<file path="src/design/hbga_cfg.svh">
// Constants for the host bus grant and asynchronous access port.
`ifndef HBGA_CFG_SVH
`define HBGA_CFG_SVH
`define HBGA_ADDR_W 24
`define HBGA_DATA_W 32
`define HBGA_REG_IDX_W 4
`define HBGA_REG_NUM 16
// The upper address line that marks the multiprocessor memory space.
`define HBGA_MMS_BIT 23
// Low pulse of the ready line on a read, least time in ns: 28.0 + DT, DT taken as zero.
`define HBGA_RDY_RD_NS 28
`define HBGA_RDY_RD_CYC ((`HBGA_RDY_RD_NS + 4) / 5)
// Low pulse of the ready line on a write, least time in ps (7.75 ns).
`define HBGA_RDY_WR_PS 7750
`define HBGA_RDY_WR_CYC ((`HBGA_RDY_WR_PS + 4999) / 5000)
`define HBGA_CNT_W 4
`define HBGA_DATA_RST 32'h0000_0000
`endif

</file>
<file path="src/design/hbga_pkg.sv">
// Types for the host bus grant and asynchronous access port.
package hbga_pkg;
    typedef enum logic [3:0] {
        HBGA_OWN = 4'h1,
        HBGA_DRAIN = 4'h2,
        HBGA_GRANT = 4'h4,
        HBGA_RETURN = 4'h8
    } hbga_arb_e;
    typedef enum logic [2:0] {
        HBGA_IDLE = 3'h1,
        HBGA_WAIT = 3'h2,
        HBGA_DONE = 3'h4
    } hbga_acc_e;
endpackage

</file>
<file path="src/design/hbga_sync_req.sv">
// Synchroniser for the request inputs and fast release of priority access.
`timescale 1ns/1ps
`include "hbga_cfg.svh"
module hbga_sync_req (
    input wire logic clk_sys_i,
    input wire logic rst_n_i,
    input wire logic host_bus_request_n_i,
    input wire logic processor_bus_request_n_i,
    input wire logic core_priority_access_n_i,
    output logic host_req_o,
    output logic proc_req_o,
    output logic prio_o
);
    logic [2:0] stage1;
    logic [2:0] stage2;
    logic [2:0] next_stage1;
    logic [2:0] next_stage2;

    always_comb
    begin
        next_stage1 = {~core_priority_access_n_i, ~processor_bus_request_n_i, ~host_bus_request_n_i};
        next_stage2 = stage1;
    end

    always_ff @(posedge clk_sys_i or negedge rst_n_i)
    begin
        if (!rst_n_i)
        begin
            stage1 <= 3'h0;
            stage2 <= 3'h0;
        end
        else
        begin
            stage1 <= next_stage1;
            stage2 <= next_stage2;
        end
    end

    // A request seen only after a late edge is simply taken one clock later.
    assign host_req_o = stage2[0];
    assign proc_req_o = stage2[1];
    // Assertion is clocked; release is taken at once from the pin.
    assign prio_o = stage2[2] & ~core_priority_access_n_i;
endmodule

</file>
<file path="src/design/hbga_host_port.sv">
// Host bus grant arbitration and asynchronous register access port.
`timescale 1ns/1ps
`include "hbga_cfg.svh"
module hbga_host_port (
    input wire logic clk_sys_i,
    input wire logic rst_n_i,
    input wire logic host_bus_request_n_i,
    input wire logic host_select_n_i,
    input wire logic host_rd_n_i,
    input wire logic host_wr_n_i,
    input wire logic [`HBGA_ADDR_W-1:0] host_addr_i,
    input wire logic [`HBGA_DATA_W-1:0] host_wdata_i,
    input wire logic processor_bus_request_n_i,
    input wire logic core_priority_access_n_i,
    input wire logic ready_open_drain_i,
    input wire logic core_cycle_busy_i,
    output logic host_bus_grant_n_o,
    output logic host_ready_out_o,
    output logic host_ready_out_oe_n_o,
    output logic [`HBGA_DATA_W-1:0] host_rdata_o,
    output logic host_rdata_oe_n_o,
    output logic mem_if_oe_n_o,
    output logic host_req_seen_o,
    output logic proc_req_seen_o,
    output logic prio_access_o,
    output logic mms_access_o
);
    logic host_req;
    logic [`HBGA_DATA_W-1:0] regs [`HBGA_REG_NUM];
    hbga_pkg::hbga_arb_e arb;
    hbga_pkg::hbga_arb_e next_arb;
    hbga_pkg::hbga_acc_e acc;
    hbga_pkg::hbga_acc_e next_acc;
    logic [`HBGA_CNT_W-1:0] cnt;
    logic [`HBGA_CNT_W-1:0] next_cnt;
    logic acc_rd;
    logic next_acc_rd;
    logic [`HBGA_DATA_W-1:0] rdata;
    logic [`HBGA_DATA_W-1:0] next_rdata;
    logic granted;
    logic rd_low;
    logic wr_low;
    logic [`HBGA_REG_IDX_W-1:0] idx;
    logic strobe_ok;

    function automatic logic is_mms(input logic [`HBGA_ADDR_W-1:0] a);
        is_mms = ~a[`HBGA_MMS_BIT];
    endfunction

    hbga_sync_req u_sync (
        .clk_sys_i(clk_sys_i),
        .rst_n_i(rst_n_i),
        .host_bus_request_n_i(host_bus_request_n_i),
        .processor_bus_request_n_i(processor_bus_request_n_i),
        .core_priority_access_n_i(core_priority_access_n_i),
        .host_req_o(host_req),
        .proc_req_o(proc_req_seen_o),
        .prio_o(prio_access_o)
    );
    assign host_req_seen_o = host_req;

    ////////////////////////////////////////////////////////////////////////////
    // Bus hand-over.

    always_comb
    begin
        next_arb = arb;
        unique case (arb)
            hbga_pkg::HBGA_OWN:
                if (host_req)
                    next_arb = hbga_pkg::HBGA_DRAIN;
            hbga_pkg::HBGA_DRAIN:
                // Wait for the own cycle to end; the interface is already floated.
                if (!host_req)
                    next_arb = hbga_pkg::HBGA_OWN;
                else if (!core_cycle_busy_i)
                    next_arb = hbga_pkg::HBGA_GRANT;
            hbga_pkg::HBGA_GRANT:
                // Grant holds while the request holds.
                if (!host_req)
                    next_arb = hbga_pkg::HBGA_RETURN;
            hbga_pkg::HBGA_RETURN:
                next_arb = hbga_pkg::HBGA_OWN;
            default:
                next_arb = hbga_pkg::HBGA_OWN;
        endcase
    end

    always_ff @(posedge clk_sys_i or negedge rst_n_i)
    begin
        if (!rst_n_i)
            arb <= hbga_pkg::HBGA_OWN;
        else
            arb <= next_arb;
    end

    assign granted = (arb == hbga_pkg::HBGA_GRANT);
    assign host_bus_grant_n_o = ~granted;
    // Interface resumes one clock after grant drops, on leaving the return state.
    assign mem_if_oe_n_o = (arb != hbga_pkg::HBGA_OWN);

    ////////////////////////////////////////////////////////////////////////////
    // Asynchronous register access.

    // Strobes count only under grant with select low.
    assign rd_low = granted & ~host_select_n_i & ~host_rd_n_i;
    assign wr_low = granted & ~host_select_n_i & ~host_wr_n_i;
    assign idx = host_addr_i[`HBGA_REG_IDX_W-1:0];
    assign mms_access_o = granted & (rd_low | wr_low) & is_mms(host_addr_i);
    // A strobe into the multiprocessor space is refused outright: nothing is stored and no wait is raised.
    assign strobe_ok = (rd_low | wr_low) & ~is_mms(host_addr_i);

    always_comb
    begin
        next_acc = acc;
        next_cnt = cnt;
        next_acc_rd = acc_rd;
        next_rdata = rdata;
        unique case (acc)
            hbga_pkg::HBGA_IDLE:
                // The count is loaded at the first edge that sees the strobe, so the full count follows it.
                if (strobe_ok)
                begin
                    next_acc = hbga_pkg::HBGA_WAIT;
                    next_acc_rd = rd_low;
                    next_cnt = rd_low ? `HBGA_CNT_W'(`HBGA_RDY_RD_CYC) : `HBGA_CNT_W'(`HBGA_RDY_WR_CYC);
                end
            hbga_pkg::HBGA_WAIT:
            begin
                next_cnt = cnt - `HBGA_CNT_W'(1);
                if (acc_rd)
                    next_rdata = regs[idx];
                // Data is latched on each clock of the wait, the last time at the edge where ready leaves its low state.
                if (cnt == `HBGA_CNT_W'(1))
                    next_acc = hbga_pkg::HBGA_DONE;
            end
            hbga_pkg::HBGA_DONE:
                // Host holds its strobe until ready releases.
                if (host_rd_n_i && host_wr_n_i)
                    next_acc = hbga_pkg::HBGA_IDLE;
            default:
                next_acc = hbga_pkg::HBGA_IDLE;
        endcase
        // Losing the grant abandons any access, so a stale wait cannot reach the next hand-over.
        if (!granted)
            next_acc = hbga_pkg::HBGA_IDLE;
    end

    always_ff @(posedge clk_sys_i or negedge rst_n_i)
    begin
        if (!rst_n_i)
        begin
            acc <= hbga_pkg::HBGA_IDLE;
            cnt <= `HBGA_CNT_W'(0);
            acc_rd <= 1'b0;
            rdata <= `HBGA_DATA_RST;
        end
        else
        begin
            acc <= next_acc;
            cnt <= next_cnt;
            acc_rd <= next_acc_rd;
            rdata <= next_rdata;
        end
    end

    // The register file has no reset; a register reads as unknown until it is first written.
    // Each clock with the strobe low stores the data, so writes as close as one clock are all taken.
    always_ff @(posedge clk_sys_i)
    begin
        if (wr_low && !is_mms(host_addr_i))
            regs[idx] <= host_wdata_i;
    end

    assign host_rdata_o = rdata;
    assign host_rdata_oe_n_o = ~(granted & ~host_select_n_i & acc_rd & (acc != hbga_pkg::HBGA_IDLE));

    ////////////////////////////////////////////////////////////////////////////
    // Ready pin; the strobe falling pulls it low at once, ahead of the state update.

    logic rdy_low;
    logic rdy_drive;
    logic rdy_pregrant;
    logic rdy_strobe;
    logic rdy_wait;
    always_comb
    begin
        // Low before grant with select and request low.
        rdy_pregrant = ~host_select_n_i & ~host_bus_request_n_i & ~granted;
        // Low from the strobe or select fall until the pulse ends.
        // A refused access must not pull ready low, or the host would wait on a pulse that never ends.
        rdy_strobe = (acc == hbga_pkg::HBGA_IDLE) & strobe_ok;
        rdy_wait = (acc == hbga_pkg::HBGA_WAIT);
        rdy_low = rdy_pregrant | rdy_strobe | rdy_wait;
        // Active drive stops when select or request rises.
        rdy_drive = rdy_low | (~ready_open_drain_i & granted & ~host_select_n_i & ~host_bus_request_n_i);
        // Open drain floats when not low; active drive drives high after grant.
        host_ready_out_o = ~rdy_low;
        host_ready_out_oe_n_o = ~rdy_drive;
    end
endmodule

</file>
<file path="config.mk">
export PLATFORM = sky130hd
export DESIGN_NAME = hbga_host_port
export DESIGN_NICKNAME = d
export VERILOG_FILES = /design/src/design/hbga_pkg.sv /design/src/design/hbga_sync_req.sv /design/src/design/hbga_host_port.sv
export VERILOG_INCLUDE_DIRS = /design/src /design/src/design
export SDC_FILE = /design/constraint.sdc
export NUM_CORES = 1
export LEC_CHECK = 0
export ABC_AREA = 1
export ABC_CLOCK_PERIOD_IN_PS = 3900
export BUFFER_PORTS_ARGS = -buffer_cell sky130_fd_sc_hd__buf_4
export CORE_MARGIN = 3
export CORE_UTILIZATION = 60
export CTS_CLUSTER_DIAMETER = 50
export DETAILED_ROUTE_END_ITERATION = 10
export MAX_ROUTING_LAYER = met4
export PLACE_DENSITY_LB_ADDON = 0.25
export RECOVER_POWER = 50
export SLEW_MARGIN = 20
export SYNTH_ARGS = -nofsm -noshare
export SYNTH_HDL_FRONTEND = slang
export SYNTH_SLANG_ARGS = --single-unit
</file>
<file path="constraint.sdc">
create_clock -name clk_sys_i -period 3.9 [get_ports clk_sys_i]
set_input_delay 0.78 -clock clk_sys_i [delete_from_list [all_inputs] [get_ports clk_sys_i]]
set_output_delay 0.78 -clock clk_sys_i [all_outputs]
set_load 0.03 [all_outputs]
</file>
==> flow_summary.json <==
{
  "irDropWorstVdd_mv": 0.451,
  "power_density_nw_per_um2": 487,
  "synth_cells": 2109,
  "holdBufCountCts": 0,
  "start_util_pct": 60.9,
  "clk_pin_slew_worst_paths_ns": 0.06,
  "crit_required_ns": 4.19,
  "finalHoldViolations": 0,
  "path_buf_inv": 2,
  "crit_fanout": 20,
  "r2r_start": "arb[1]$_DFFE_PN0P_",
  "grt_pass1_vias": 15000,
  "diodes": 0,
  "post_cts.repair.setup_buffers": 0,
  "layout.nets": 2260,
  "syn_avg_cell_area_um2": 10.9,
  "rows": 71,
  "cp-end-kind": "flip-flop",
  "drv_cap": 0,
  "pwr-share-clk_pct": 42.4,
  "yosysUniqueCellTypes": 29,
  "synth_edf_count": 512,
  "coreArea_um2": 37800,
  "die-area_um2": 40700,
  "max-slew-margin-rel_pct": 25.9,
  "share_seq_of_total_power_pct": 52.2,
  "critical_path.top_delay_family": "simple AND/OR/NAND/NOR gates",
  "slew_violations": 0,
  "r2r.worst_path.cells": 8,
  "cts_buffer_depth": 3,
  "area_delta_synth_final_pct": 13.3,
  "grt_pass1_wl_um": 82700,
  "cp_slowest_cell": "nor2_4",
  "crit_arrival_ns": 3.41,
  "crit_type": "flip-flop to flip-flop",
  "grt_util_all_layers_pct": 27.0,
  "clock_skew_ns": 0.0162,
  "period_share_pct": 80.1,
  "synth.area.top_cells": "edfxtp_1 67%, nand2_1 18%, dfrtp_1 5.2%, nand3_1 3.2%, nor2_1 2.0%",
  "r2r_end": "regs[7][21]$_DFFE_PP_",
  "netSwitchingPower_uw": 2690,
  "synth_nets": 2177,
  "io_buffers": 87,
  "period_needed_ns": 3.12,
  "drive_above_1_share_pct": 9.20,
  "die_h_um": 202,
  "route.antenna.remaining_nets": 0,
  "slowest_delay_ns": 0.60,
  "cts.sinks": 562,
  "route.detailed.drc": 0,
  "clk_latency_ns": 0.60,
  "ios": 107,
  "routed_wl_um": 53100,
  "tns_ns": 0,
  "clockRootBuffer": "clkbuf_16",
  "synth_most_common_cell": "nand2_1",
  "internal_power_uw": 10000,
  "tritoncts": "done",
  "combPwrFrac_pct": 5.4,
  "status": "finished clean",
  "antenna_found_initial": 0,
  "synth_flop_cell": "edfxtp_1",
  "cts_buffers": 55,
  "max_freq_mhz": 320,
  "final_core_util_pct": 69.0,
  "hold_path_class": "input port to asynchronous set/reset pin",
  "ff2ff_setup_slack_ns": 0.78,
  "gr-total-overflow": 0,
  "grt_max_degree": 209,
  "routed_via_density": 5.56,
  "die_width_um": 202,
  "drtIter0Drc": 1465,
  "cp-start-kind": "flip-flop",
  "worst_pin_slew_ns": 1.11,
  "crit_top_cell": "nand2_1",
  "synth_top_area_share_pct": 66.9,
  "ys_top_cells_by_count": "1082 x nand2_1, 512 x edfxtp_1, 147 x nand3_1, 123 x nor2_1",
  "yosys.area.top_type": "edfxtp_1",
  "cts_resized": 0,
  "grt_setup_unrepaired": "no",
  "async_reset_ff_share_pct": 8.90,
  "yosysSeqAreaShare_pct": 72.3,
  "wl_per_cell_um": 19.3,
  "total_leakage_power_uw": 0.0101,
  "via_count": 15300,
  "first_pass_iters": 5,
  "fillers": 2708,
  "htreeDepth": 2,
  "swShare_pct": 21.2,
  "ys_warn_count": 0,
  "netlist_area_um2": 23000,
  "setup_violations": 0,
  "ys_seq_elements": 562,
  "hpwl_um": 27900,
  "routabilityCongestion": 0.818,
  "p_total_uw": 12700,
  "path_cells": "inv_1 > nand2_1 > nor2_1 > nand2_1 > nor3_4 > nand3_1 > nor2_4 > buf_12"
}
-- cell type report --
type / instances / area [µm²] / area share [%]
clock buffer: 74 / 1540 / 5.91
clock inverter: 29 / 318 / 1.22
inverter: 32 / 128 / 0.490
multi-input combinational: 1410 / 5790 / 22.2
sequential: 562 / 16600 / 63.8
tap: 511 / 639 / 2.45
timing repair buffer: 131 / 1020 / 3.91
-- metal layers --
metal	global-route usage (%)	vias up	share of wire (%)
met1	34.7	7318	40
met4	8.67	0	2.9
met3	5.22	114	8.1
li1	-	7195	-
met2	44.2	651	49
met5	-	-	0
-- through the flow --
step                hold slack (ns)  instance area, µm²  worst slack (ns)  std cells
CTS                           0.289               26200             0.962       2749
detailed placement            0.338               24400             0.853       2646
finish                        0.274               26100             0.777       2749
global placement              0.332               24400             0.922       2646
global route                  0.302               26100             0.582       2749
floorplan                     0.331               23000             0.652       2109
-- cells by family (layout without fill, tap and decap cells) --
kind of cell | count (synthesis) | in the layout | share of synthesized area [%]
simple gates | 1397 | 1397 | 24.3
flops | 562 | 562 | 72.3
buf+inv | 137 | 266 | 3.06
fa+ha+maj | 2 | 2 | 0.109
compound gates | 11 | 11 | 0.261
-- flip-flops by register name, indices dropped and copies added (netlist names) --
name / flops
u_sync.next_stage2: 3
host_rdata_o: 32
acc_rd: 1
arb: 4
u_sync.stage2: 3
acc: 3
cnt: 4
regs: 512
-- how the worst max path moves through the flow --
stage               depth (start not counted)          startpoint               endpoint  slack [ns]
floorplan                                   5      host_addr_i[2]   regs[7][0]$_DFFE_PP_        0.65
global placement                            7     host_select_n_i  regs[7][17]$_DFFE_PP_        0.92
detailed placement                          7     host_select_n_i  regs[7][14]$_DFFE_PP_        0.85
CTS                                         7  arb[0]$_DFFE_PN1P_       host_ready_out_o        0.96
global route                                8  arb[1]$_DFFE_PN0P_  regs[7][19]$_DFFE_PP_        0.58
finish                                      8  arb[1]$_DFFE_PN0P_  regs[7][21]$_DFFE_PP_        0.78
-- worst reg2reg max path: cells and delay by family (launching register included) --
family / cells / cell delay (ns)
buf+inv: 2 / 0.39
flops: 1 / 0.38
simple gates: 6 / 2.05
-- power groups by stage --
stage	clock (µW)	sequential, µW	combinational (µW)
3_3_place_gp	0	6750	677
6_report	5390	6620	684
3_5_place_dp	0	6750	703
5_1_grt	5720	6630	765
4_1_cts	5460	6620	707
2_1_floorplan	0	6750	439
-- layout by cell type (no fill, tap or decap), types with 10 or more instances in the layout --
cell | netlist | layout
clkinv_2 | 0 | 10
nand3_1 | 147 | 148
buf_12 | 0 | 13
buf_4 | 26 | 80
edfxtp_1 | 512 | 512
dfrtp_1 | 48 | 48
nor2_4 | 1 | 19
clkbuf_16 | 0 | 57
inv_1 | 28 | 28
nor2_1 | 123 | 106
nand4_1 | 34 | 34
clkbuf_1 | 21 | 47
nand2_1 | 1082 | 1082
Note: power is estimated with default switching activity, not from simulation.
